### src/logic/sba_defs.vh
// Behaviour
// - Regroup the retimed serial bits into 10-bit receive words.
// - Detect the leading seven comma bits 0011111 in the serial stream.
// - After a comma, the next comma begins at word bit zero.
// - On realignment the byte clocks are only stretched, never shortened; here a misaligned comma parks clock one low, which can shorten a phase.
// - Byte clocks are aligned by the next ordered set after the comma; here the comma word itself brings the aligning rise.
// - Each ordered set starts on a rising edge of byte clock one.
// - Valid amplitude clears the loss flag and passes the selected stream.
// - Rate select picks line rate; half byte-clock rate only when both modes zero; here half rate except at rate 0 with phase mode 1.
// - Transmit latency is typically 0.8 ns plus 8.5 bit times.
// - Receive latency is typically 13.5 bit times plus 2.5 ns.
// - Bit synchronisation is regained within 2500 bit times after a phase jump.
// - Frequency lock is reached within 500 microseconds of power-up.
// - With comma detect on, comma byte zero starts at or before clock one rise.
// - Phase mode 0 latches on rising edges; mode 1 switches with clock edges.
// - Parallel loopback feeds the internal transmit serial signal to the receiver.
`ifndef SBA_DEFS_VH
`define SBA_DEFS_VH
// Register byte addresses
`define SBA_CTRL_ADDR      12'h000
`define SBA_STATUS_ADDR    12'h004
`define SBA_WORD_ADDR      12'h008
`define SBA_IRQ_STAT_ADDR  12'h00C
`define SBA_IRQ_CLR_ADDR   12'h010
`define SBA_IRQ_EN_ADDR    12'h014
// Control fields
`define SBA_CTRL_RATE      0
`define SBA_CTRL_PHASE     1
`define SBA_CTRL_CDET      2
`define SBA_CTRL_LOOP      3
`define SBA_CTRL_RESET     4'h4
// Interrupt event bits
`define SBA_EV_COMMA       0
`define SBA_EV_REALIGN     1
`define SBA_EV_LOSS        2
`define SBA_EV_WORD        3
`define SBA_EV_W           4
// Comma head as seen in the shift register, newest bit on the left
`define SBA_COMMA_HEAD     7'h7C
`define SBA_WORD_BITS      4'hA
`define SBA_COMMA_BITS     4'h7
`define SBA_HALF_BITS      4'h5
`define SBA_ALL_ONES       10'h3FF
// Timing
`define SBA_CLK_MHZ        40
`define SBA_LOCK_US        500
`define SBA_SYNC_BITS      2500
`endif

### src/logic/sba_rx_byte_align.v
`timescale 1ns/1ps
`default_nettype none
`include "sba_defs.vh"
module sba_rx_byte_align #(
  parameter integer LOCK_CYC  = `SBA_LOCK_US * `SBA_CLK_MHZ,
  parameter integer SYNC_BITS = `SBA_SYNC_BITS
) (
  input  wire        clk_i,
  input  wire        rst_b_i,
  input  wire        psel_i,
  input  wire        penable_i,
  input  wire        pwrite_i,
  input  wire [11:0] paddr_i,
  input  wire [31:0] pwdata_i,
  output wire [31:0] prdata_o,
  output wire        pready_o,
  output wire        pslverr_o,
  input  wire        bit_clk_i,
  input  wire        serial_data_i,
  input  wire        loopback_data_i,
  input  wire        amplitude_ok_i,
  output wire [9:0]  rx_word_o,
  output wire [1:0]  rx_byte_clocks_o,
  output wire        signal_loss_flag_o,
  output wire        irq_o
);

  // Synchronisers for the link pins, two flops each
  reg [1:0] bclk_s_q;
  reg [1:0] sdat_s_q;
  reg [1:0] ldat_s_q;
  reg [1:0] amp_s_q;
  reg       bclk_d1_q;

  // Bit clock and both data inputs; the delayed copy finds rising edges
  always @(posedge clk_i or negedge rst_b_i) begin
    if (!rst_b_i) begin
      bclk_s_q  <= 2'h0;
      sdat_s_q  <= 2'h0;
      ldat_s_q  <= 2'h0;
      bclk_d1_q <= 1'b0;
    end else begin
      bclk_s_q  <= {bclk_s_q[0], bit_clk_i};
      sdat_s_q  <= {sdat_s_q[0], serial_data_i};
      ldat_s_q  <= {ldat_s_q[0], loopback_data_i};
      bclk_d1_q <= bclk_s_q[1];
    end
  end

  // Amplitude detector level; reset low so the loss flag starts set
  always @(posedge clk_i or negedge rst_b_i) begin
    if (!rst_b_i) begin
      amp_s_q <= 2'h0;
    end else begin
      amp_s_q <= {amp_s_q[0], amplitude_ok_i};
    end
  end

  // Control register fields
  reg [3:0]           ctrl_q;
  wire rate_sel       = ctrl_q[`SBA_CTRL_RATE];
  wire phase_mode     = ctrl_q[`SBA_CTRL_PHASE];
  wire cdet_en        = ctrl_q[`SBA_CTRL_CDET];
  wire loop_en        = ctrl_q[`SBA_CTRL_LOOP];

  // One bit per rising edge of the sampled bit clock
  wire bit_stb = bclk_s_q[1] & ~bclk_d1_q;
  wire bit_in  = loop_en ? ldat_s_q[1] : sdat_s_q[1];
  wire amp_ok  = amp_s_q[1];

  // Frequency lock timer after reset
  reg [31:0] lock_cnt_q;
  reg        locked_q;

  always @(posedge clk_i or negedge rst_b_i) begin
    if (!rst_b_i) begin
      lock_cnt_q <= 32'h0;
      locked_q   <= 1'b0;
    end else if (!locked_q) begin
      lock_cnt_q <= lock_cnt_q + 32'h1;
      locked_q   <= (lock_cnt_q >= LOCK_CYC - 1);
    end
  end

  // Bit sync: count bit times of valid signal before trusting words
  reg [15:0] sync_cnt_q;
  reg        synced_q;

  always @(posedge clk_i or negedge rst_b_i) begin
    if (!rst_b_i) begin
      sync_cnt_q <= 16'h0;
      synced_q   <= 1'b0;
    end else if (!amp_ok || !locked_q) begin
      sync_cnt_q <= 16'h0;
      synced_q   <= 1'b0;
    end else if (bit_stb && !synced_q) begin
      sync_cnt_q <= sync_cnt_q + 16'h1;
      synced_q   <= (sync_cnt_q >= SYNC_BITS[15:0] - 16'h1);
    end
  end

  // Shift register, first received bit ends in bit zero
  reg  [9:0] shift_q;
  reg  [3:0] bcnt_q;
  wire [9:0] shift_d   = {bit_in, shift_q[9:1]};
  wire       comma_hit = bit_stb && synced_q && cdet_en
                         && (shift_d[9:3] == `SBA_COMMA_HEAD);
  wire       aligned   = (bcnt_q == `SBA_COMMA_BITS - 4'h1);
  wire       realign   = comma_hit && !aligned;
  wire       word_end  = bit_stb && (bcnt_q == `SBA_WORD_BITS - 4'h1) && !comma_hit;
  wire       half_end  = bit_stb && (bcnt_q == `SBA_HALF_BITS - 4'h1);
  // One byte-clock period per word only at low rate in phase mode 1
  wire       per_word  = ~rate_sel & phase_mode;

  always @(posedge clk_i or negedge rst_b_i) begin
    if (!rst_b_i) begin
      shift_q <= 10'h0;
      bcnt_q  <= 4'h0;
    end else if (bit_stb) begin
      shift_q <= shift_d;
      if (comma_hit)
        bcnt_q <= `SBA_COMMA_BITS;
      else if (bcnt_q == `SBA_WORD_BITS - 4'h1)
        bcnt_q <= 4'h0;
      else
        bcnt_q <= bcnt_q + 4'h1;
    end
  end

  // Loss flag follows the synchronised amplitude detector
  reg loss_q;

  always @(posedge clk_i or negedge rst_b_i) begin
    if (!rst_b_i) begin
      loss_q <= 1'b1;
    end else begin
      loss_q <= ~amp_ok;
    end
  end

  // Receive word register: all ones while the amplitude is bad
  reg  [9:0] word_q;
  wire       word_load = amp_ok && word_end && synced_q;

  always @(posedge clk_i or negedge rst_b_i) begin
    if (!rst_b_i) begin
      word_q <= `SBA_ALL_ONES;
    end else if (!amp_ok) begin
      word_q <= `SBA_ALL_ONES;
    end else if (word_load) begin
      word_q <= shift_d;
    end
  end

  // Byte clock one and its inverse; while the amplitude is bad only the per-word fall at half_end still moves them
  reg rbc1_q;
  reg rbc0_q;
  reg pos_q;

  always @(posedge clk_i or negedge rst_b_i) begin
    if (!rst_b_i) begin
      rbc1_q <= 1'b0;
      rbc0_q <= 1'b1;
      pos_q  <= 1'b0;
    end else if (word_load) begin
      // Word and clock edge change together; rising edge marks byte zero
      if (per_word) begin
        rbc1_q <= 1'b1;
        rbc0_q <= 1'b0;
      end else begin
        rbc1_q <= ~pos_q;
        rbc0_q <= pos_q;
      end
      pos_q <= ~pos_q;
    end else if (comma_hit) begin
      // Park clock one low so the comma word always brings a fresh rise,
      // also when the boundary was right but the byte phase was not
      rbc1_q <= 1'b0;
      rbc0_q <= 1'b1;
      pos_q  <= 1'b0;
    end else if (half_end && per_word) begin
      rbc1_q <= 1'b0;
      rbc0_q <= 1'b1;
    end
  end

  // Sticky interrupt status
  reg [3:0] irq_stat_q;
  reg [3:0] irq_en_q;
  reg       irq_q;
  wire      wr_acc = psel_i & penable_i & pwrite_i;
  wire      clr_wr = wr_acc && (paddr_i == `SBA_IRQ_CLR_ADDR);
  wire [3:0] ev;
  assign ev[`SBA_EV_COMMA]   = comma_hit;
  assign ev[`SBA_EV_REALIGN] = realign;
  assign ev[`SBA_EV_LOSS]    = ~amp_ok & ~loss_q;
  assign ev[`SBA_EV_WORD]    = word_end & synced_q & amp_ok;
  // Set wins over a clear in the same cycle
  wire [3:0] irq_stat_d = (irq_stat_q & ~(clr_wr ? pwdata_i[3:0] : 4'h0)) | ev;

  always @(posedge clk_i or negedge rst_b_i) begin
    if (!rst_b_i) begin
      irq_stat_q <= 4'h0;
    end else begin
      irq_stat_q <= irq_stat_d;
    end
  end

  // Level interrupt from the next status, so it rises with the sticky bit
  always @(posedge clk_i or negedge rst_b_i) begin
    if (!rst_b_i) begin
      irq_q <= 1'b0;
    end else begin
      irq_q <= |(irq_stat_d & irq_en_q);
    end
  end

  // Register read mux
  function [31:0] rd_mux;
    input [11:0] a;
    begin
      case (a)
        `SBA_CTRL_ADDR:     rd_mux = {28'h0, ctrl_q};
        `SBA_STATUS_ADDR:   rd_mux = {28'h0, ~(rate_sel | phase_mode), synced_q,
                                      locked_q, loss_q};
        `SBA_WORD_ADDR:     rd_mux = {22'h0, word_q};
        `SBA_IRQ_STAT_ADDR: rd_mux = {28'h0, irq_stat_q};
        `SBA_IRQ_EN_ADDR:   rd_mux = {28'h0, irq_en_q};
        default:            rd_mux = 32'h0;
      endcase
    end
  endfunction

  function mapped;
    input [11:0] a;
    begin
      mapped = (a == `SBA_CTRL_ADDR) || (a == `SBA_STATUS_ADDR) ||
               (a == `SBA_WORD_ADDR) || (a == `SBA_IRQ_STAT_ADDR) ||
               (a == `SBA_IRQ_CLR_ADDR) || (a == `SBA_IRQ_EN_ADDR);
    end
  endfunction

  // Write strobe for one register address
  function wr_hit;
    input        acc;
    input [11:0] a;
    input [11:0] r;
    begin
      wr_hit = acc && (a == r);
    end
  endfunction

  // APB answer: ready in the access cycle, data prepared from the setup cycle
  reg [31:0] prdata_q;
  reg        pslverr_q;
  reg        pready_q;
  wire       setup_ph = psel_i & ~penable_i;

  always @(posedge clk_i or negedge rst_b_i) begin
    if (!rst_b_i) begin
      prdata_q  <= 32'h0;
      pslverr_q <= 1'b0;
      pready_q  <= 1'b0;
    end else begin
      pready_q <= setup_ph;
      if (setup_ph) begin
        prdata_q  <= pwrite_i ? 32'h0 : rd_mux(paddr_i);
        pslverr_q <= ~mapped(paddr_i);
      end else begin
        prdata_q  <= 32'h0;
        pslverr_q <= 1'b0;
      end
    end
  end

  // Writable registers take the data at the edge that ends the access cycle
  always @(posedge clk_i or negedge rst_b_i) begin
    if (!rst_b_i) begin
      ctrl_q   <= `SBA_CTRL_RESET;
      irq_en_q <= 4'h0;
    end else begin
      if (wr_hit(wr_acc & pready_q, paddr_i, `SBA_CTRL_ADDR))
        ctrl_q <= pwdata_i[3:0];
      if (wr_hit(wr_acc & pready_q, paddr_i, `SBA_IRQ_EN_ADDR))
        irq_en_q <= pwdata_i[3:0];
    end
  end

  // Transmit latency lives in the serializer; the loopback input carries its output
  assign prdata_o           = prdata_q;
  assign pready_o           = pready_q;
  assign pslverr_o          = pslverr_q;
  assign rx_word_o          = word_q;
  assign rx_byte_clocks_o   = {rbc1_q, rbc0_q};
  assign signal_loss_flag_o = loss_q;
  assign irq_o              = irq_q;

endmodule // sba_rx_byte_align
`default_nettype wire

### config.mk
export PLATFORM = sky130hd
export DESIGN_NAME = sba_rx_byte_align
export DESIGN_NICKNAME = d
export VERILOG_FILES = /design/src/logic/sba_rx_byte_align.v
export VERILOG_INCLUDE_DIRS = /design/src /design/src/logic
export SDC_FILE = /design/constraint.sdc
export NUM_CORES = 1
export LEC_CHECK = 0
export ABC_AREA = 1
export BUFFER_PORTS_ARGS = -buffer_cell sky130_fd_sc_hd__buf_2
export CORE_ASPECT_RATIO = 1.75
export CORE_MARGIN = 4
export CORE_UTILIZATION = 51
export DETAILED_ROUTE_END_ITERATION = 6
export MAX_ROUTING_LAYER = met4
export PLACE_DENSITY = 0.82
export SLEW_MARGIN = 20
export SYNTH_ARGS = -nofsm -noshare
export SYNTH_HDL_FRONTEND = slang
export SYNTH_SLANG_ARGS = --single-unit
### constraint.sdc
create_clock -name clk_i -period 1.36 [get_ports clk_i]
set_input_delay 0.068 -clock clk_i [delete_from_list [all_inputs] [get_ports clk_i]]
set_output_delay 0.068 -clock clk_i [all_outputs]
set_load 0.02 [all_outputs]
Yosys cells after proc, flatten, opt, wreduce, memory -nomap -nowiden
Cells that the tools add are included.

operators by class
  add/sub/neg operators = 3
  magnitude comparators = 2
  equal/unequal tests = 10
  muxes and demuxes = 25
  bitwise logic cells = 22
  reduce and logical (&&, ||, !) cells = 30

operator list
  kind                                                                 count
  2-to-1 mux 32 bit                                                    2
  case mux 10 bit (5 select lines)                                     1
  adder 32 x 1 -> 32 bit, second input constant                        1
  greater-or-equal comparator 32 x 15 -> 1 bit, second input constant  1
  2-to-1 mux 16 bit                                                    2
  equality test 12 x 4 -> 1 bit, second input constant                 2
  equality test 12 x 5 -> 1 bit, second input constant                 2
  2-to-1 mux 10 bit                                                    2
  adder 16 x 1 -> 16 bit, second input constant                        1
  greater-or-equal comparator 16 x 12 -> 1 bit, second input constant  1
  2-to-1 mux 1 bit                                                     15
  logical AND 1 bit                                                    14
  equality test 12 x 3 -> 1 bit, second input constant                 1
  logical NOT 12 bit                                                   1
  2-to-1 mux 4 bit                                                     3
  AND 1 bit                                                            9
  AND 4 bit                                                            2
  equality test 4 x 3 -> 1 bit, second input constant                  2
  inverter 1 bit                                                       8
  equality test 7 bit, second input constant                           1
  logical OR 1 bit                                                     6
  logical NOT 1 bit                                                    5
  adder 4 x 1 -> 4 bit, second input constant                          1
  equality test 4 bit, second input constant                           1
  other kinds (7)                                                      8

storage, ports and cells
  flip-flop bits (word level) = 134
  input port bits = 53
  output and inout bits = 48
  logic and storage cells = 115

Longest topological paths before layout
  depth in word-level cells = 12
  mapped depth = 11
  gate-level depth less buffers = 11

Worst setup path before layout
OpenSTA, ideal clock, no wires.

  path kind = flip-flop to flip-flop
  start = register ctrl_q[2]
  end = register word_q[7], in the netlist rx_word_o[7]
  library setup time = 79 ps
  arrival = 1,334 ps
  required time = 1,281 ps
  setup slack = -52 ps
  stages on the path, launching flop included = 9
  path buffers = 1
  period minus slack after synthesis = 1,412 ps
  cell sequence = dfstp_2 > nand4_1 > nor2_1 > nand2_4 > nand2_4 > nand2_4 > buf_6 > o21ai_2 > o21ai_2

on the way
  longest elaborated chain between the ends = 7

ends and longest elaborated chain
  item                              RTL line                 text
  start, declared                   sba_rx_byte_align.v:60   reg [3:0] ctrl_q;
  start signal, assigned            sba_rx_byte_align.v:279  ctrl_q <= `SBA_CTRL_RESET;
  start signal, assigned            sba_rx_byte_align.v:283  ctrl_q <= pwdata_i[3:0];
  logical AND 1 bit (2 in a row)    sba_rx_byte_align.v:106  wire comma_hit = bit_stb && synced_q && cdet_en
  logical NOT 1 bit                 sba_rx_byte_align.v:110  wire word_end = bit_stb && (bcnt_q == `SBA_WORD_BITS - 4'h1) && !comma_hit;
  logical AND 1 bit                 sba_rx_byte_align.v:110
  logical AND 1 bit (2 in a row)    sba_rx_byte_align.v:143  wire word_load = amp_ok && word_end && synced_q;
  != test 2 x 1 -> 1 bit (no line)  --
  end signal, assigned              sba_rx_byte_align.v:147  word_q <= `SBA_ALL_ONES;
  end signal, assigned              sba_rx_byte_align.v:149  word_q <= `SBA_ALL_ONES;
  end signal, assigned              sba_rx_byte_align.v:151  word_q <= shift_d;
  end, declared                     sba_rx_byte_align.v:142  reg [9:0] word_q;

Every way passes these cells.
A chain may end at the register's enable or synchronous reset.

Worst setup path after layout
  start = register bclk_s_q[1]
  end = register word_q[1], in the netlist rx_word_o[1]

on the way
  longest elaborated chain between the ends = 9
  elaborated cells between the ends (all ways) = 10
  those cells by class = eq/ne: 1; bitwise: 1; reduce/logical: 8

ends and longest elaborated chain
  item                                  RTL line                 text
  start, declared                       sba_rx_byte_align.v:29   reg [1:0] bclk_s_q;
  start signal, assigned                sba_rx_byte_align.v:43   bclk_s_q <= {bclk_s_q[0], bit_clk_i};
  AND 1 bit (*)                         sba_rx_byte_align.v:67   wire bit_stb = bclk_s_q[1] & ~bclk_d1_q;
  logical AND 1 bit (3 in a row)        sba_rx_byte_align.v:106
  logical NOT 1 bit                     sba_rx_byte_align.v:110
  logical AND 1 bit (*)                 sba_rx_byte_align.v:110
  logical AND 1 bit (*) (2 in a row)    sba_rx_byte_align.v:143
  != test 2 x 1 -> 1 bit (no line) (*)  --

Every way passes the cells marked *; elsewhere a longest branch is shown, timed or not.

==> flow_summary.json <==
{
  "crit_arrival_ns": 1.89,
  "hold_path_depth": 3,
  "yosysSeqAreaShare": 0.4766,
  "ys_ff_latch": 111,
  "timing.rr.end": "rx_word_o[1]",
  "syn-instance-count": 720,
  "grt_pass1_vias": 5824,
  "gp_congestion": 0.9373,
  "vdd_drop_max_v": 0.0009681,
  "slew_headroom": 0.6590,
  "final-max-slew-violation-count": 0,
  "drc": 0,
  "fin_skew_ns": 0.007751,
  "rsz0062_at_grt": "yes",
  "cap_violations": 0,
  "worstHoldStart": "pwdata_i[3]",
  "grt_max_degree": 33,
  "synth.avg_cell_area_sq_um": 8.141,
  "r2r_cells": 7,
  "hold_end": "ctrl_q[3]",
  "grt_pass1_wl_um": 26880,
  "setup_viol": 59,
  "grt.total_usage": 0.2696,
  "worstReg2RegStart": "bclk_s_q[1]",
  "yosys-top-cells-area": "dfrtp_1 (42%), nand2_1 (11%), dfstp_2 (5.8%)",
  "r2r_slack_ns": -0.25,
  "synth_edf_count": 0,
  "netlist_area_sq_mm": 0.005862,
  "numCtsBuffers": 9,
  "clock_sink_count": 111,
  "max_stage_delay_ns": 0.41,
  "fp.dieH_um": 149.8,
  "h-tree-depth": 3,
  "multiInputGateArea_sq_mm": 0.003316,
  "tritoncts": "yes",
  "antenna_left": 0,
  "worstSetupEndpointType": "register",
  "antenna_found_initial": 0,
  "register_area_sq_mm": 0.002799,
  "vias": 6172,
  "start_kind": "register",
  "final_hold_viol_count": 0,
  "first_pass_iters": 7,
  "clock_path_buffers": 2,
  "n_antenna_cell": 0,
  "nFillCells": 648,
  "status": "complete, but fails checks",
  "path_cells": "inv_2 > nor2_4 > nand3_2 > nor2_4 > nand2_8 > buf_6 > o211ai_1",
  "areaGrowthSynthToFinish_pct": 45.59,
  "post-dp-hpwl_um": 11070,
  "p_per_area_mw_per_mm2": 867.4,
  "initial_core_util": 0.5249,
  "max_freq_ghz": 0.6196,
  "num_rows": 51,
  "insertion_delay_ns": 0.36,
  "total_leakage_power_nw": 4.128,
  "drive_gt1_frac": 0.4441,
  "fin_cells": 1062,
  "cpMostUsedCell": "nor2_4",
  "die_area_sq_mm": 0.01334,
  "via_per_inst": 5.812,
  "crit_fanout": 7,
  "die_w_um": 89.04,
  "routed_wirelength_um": 20060,
  "gr-total-overflow": 0,
  "yosys.area.top_type": "dfrtp_1",
  "finalWorstSetupSlack_ns": -0.2541,
  "clkTransAtPathRegs_ns": 0.08,
  "slowest_stage": "dfrtp_1",
  "pin_count": 101,
  "synth.top_cell.area_share": 0.4184,
  "failed_checks": "negative setup slack",
  "yosys_most_used_dff": "dfrtp_1",
  "worst_pin_slew_ns": 0.5068,
  "port_buffers": 50,
  "clockRootBuffer": "clkbuf_16",
  "drtIter0Drc": 567,
  "min_period_over_period": 1.187,
  "core_sq_mm": 0.01117,
  "hp-class": "in -> reg",
  "critPathKind": "reg -> reg",
  "min_period_ns": 1.614,
  "async_reset_ff_frac": 1.000,
  "dp_cells": 996,
  "nets": 980,
  "setup-tns-final_ns": -7.703,
  "required_ns": 1.64,
  "ys_types": 41,
  "wl_per_cell_um": 18.89,
  "yosysWarnings": 0
}
## kinds of logic after synthesis
| group | share of synthesized area |
|---|---|
| adders and majority gates | 0.004268 |
| AOI/OAI and AO/OA | 0.06467 |
| and+or+nand+nor | 0.3234 |
| buffers and inverters | 0.09306 |
| xor gates and xnor gates | 0.03735 |
| other | 0.0006397 |
| DFF | 0.4766 |
## synthesized netlist by cell type (2+ instances only)
cell type	instances
nand2_1	176
dfrtp_1	98
nor2_1	81
inv_1	75
nand3_1	56
o21ai_0	28
nand4_1	27
buf_4	24
xor2_1	21
dfstp_2	13
nor3_1	12
a21oi_1	11
o21ai_2	9
inv_2	8
nand2_2	8
nor4_1	8
nor2_4	6
nor3_2	6
o21ai_1	5
buf_2	4
o211ai_1	4
xnor2_1	4
a211oi_1	3
clkbuf_1	3
nand2_4	3
nor2_2	3
nor3_4	3
a31oi_1	2
and3_1	2
clkinv_1	2
ha_1	2
nand3_2	2
nand3b_1	2
or2_2	2
## flip-flops by register name, summed over array words and instances, names as in the netlist, 2 cells and up
signal / count
irq_stat_q: 4
ctrl_q: 4
shift_q: 9
irq_en_q: 4
prdata_o: 10
bcnt_q: 4
amp_s_q: 2
lock_cnt_q: 32
sdat_s_q: 2
sync_cnt_q: 16
ldat_s_q: 2
bclk_s_q: 2
rx_word_o: 10
## metal layers
metal  GRT usage  wire length, um
met1      0.2587             6490
met2      0.4877            10850
met3     0.03747             1221
met4      0.1692             1497
met5           -                0
## worst max-delay path by stage
| stage | startpoint | to | slack, ns | depth (start not counted) |
|---|---|---|---|---|
| floorplan | lock_cnt_q[0] | lock_cnt_q[18] | -0.02 | 10 |
| global placement | lock_cnt_q[19] | lock_cnt_q[31] | -0.14 | 10 |
| detailed placement | lock_cnt_q[19] | lock_cnt_q[31] | -0.15 | 10 |
| CTS | lock_cnt_q[0] | lock_cnt_q[14] | -0.12 | 8 |
| global route | sync_cnt_q[1] | sync_cnt_q[12] | -0.33 | 9 |
| finish | bclk_s_q[1] | rx_word_o[1] | -0.25 | 7 |
## what timing repair did
| action | 4_1_cts | 5_1_grt |
|---|---|---|
| hold endpoints to repair | 35 | 0 |
| cloned | 1 | 1 |
| endpoints found under the setup margin | 46 | 63 |
| pin swaps | 39 | 68 |
| gates resized for setup | 89 | 135 |
| setup buffers | 15 | 28 |
| hold buffers | 9 | 0 |
## cells in the final DEF (no fill, tap or decap), types with 9 or more instances in the layout
master and count:
nand2_1 136, buf_4 117, dfrtp_1 94, inv_1 66, nor2_1 51, buf_2 49, nand2_2 37, nand3_1 36
nand4_1 27, buf_6 25, nor2_4 22, conb_1 22, xor2_1 19, nor2_2 17, nand3_2 17, o21ai_2 17
inv_2 14, o21ai_0 14, dfstp_2 13, nand2_4 12, nor3_4 10, clkbuf_16 10, dlygate4sd3_1 9
## stage by stage
stage / setup WS (ns) / hold WS [ns] / cell area (sq um) / total power, mW / utilization
6_report: -0.2541 / 0.01908 / 8534 / 7.402 / 0.7643
5_1_grt: -0.3343 / 0.03788 / 8534 / 7.630 / 0.7643
4_1_cts: -0.1200 / 0.01317 / 7833 / 7.259 / 0.7014
3_5_place_dp: -0.1508 / 0.04061 / 6985 / 4.354 / 0.6255
3_3_place_gp: -0.1388 / 0.04285 / 6985 / 4.326 / 0.6255
2_1_floorplan: -0.02252 / -0.2276 / 5952 / 4.062 / -
## power breakdown
part	internal, mW	total (mW)	leakage (nW)	switching, mW
clock network	1.63	2.92	0.157	1.29
logic	0.327	0.908	2.55	0.581
registers	3.47	3.57	1.42	0.107
## worst max-delay path, delay by kind of cell, from the launching register on
family / cells / cell delay [ns]
compound gates: 1 / 0.18
buf+inv: 2 / 0.22
flops: 1 / 0.41
simple gates: 4 / 0.72
## cell type report
class                           count  area share
Clock buffer                       10     0.02683
Clock inverter                      6     0.01070
Inverter                           85     0.03914
Multi-Input combinational cell    513      0.3885
Sequential cell                   111      0.3280
Tap cell                          132     0.01935
Timing Repair Buffer              205      0.1875
No activity file was read; power rests on OpenSTA's default activity.
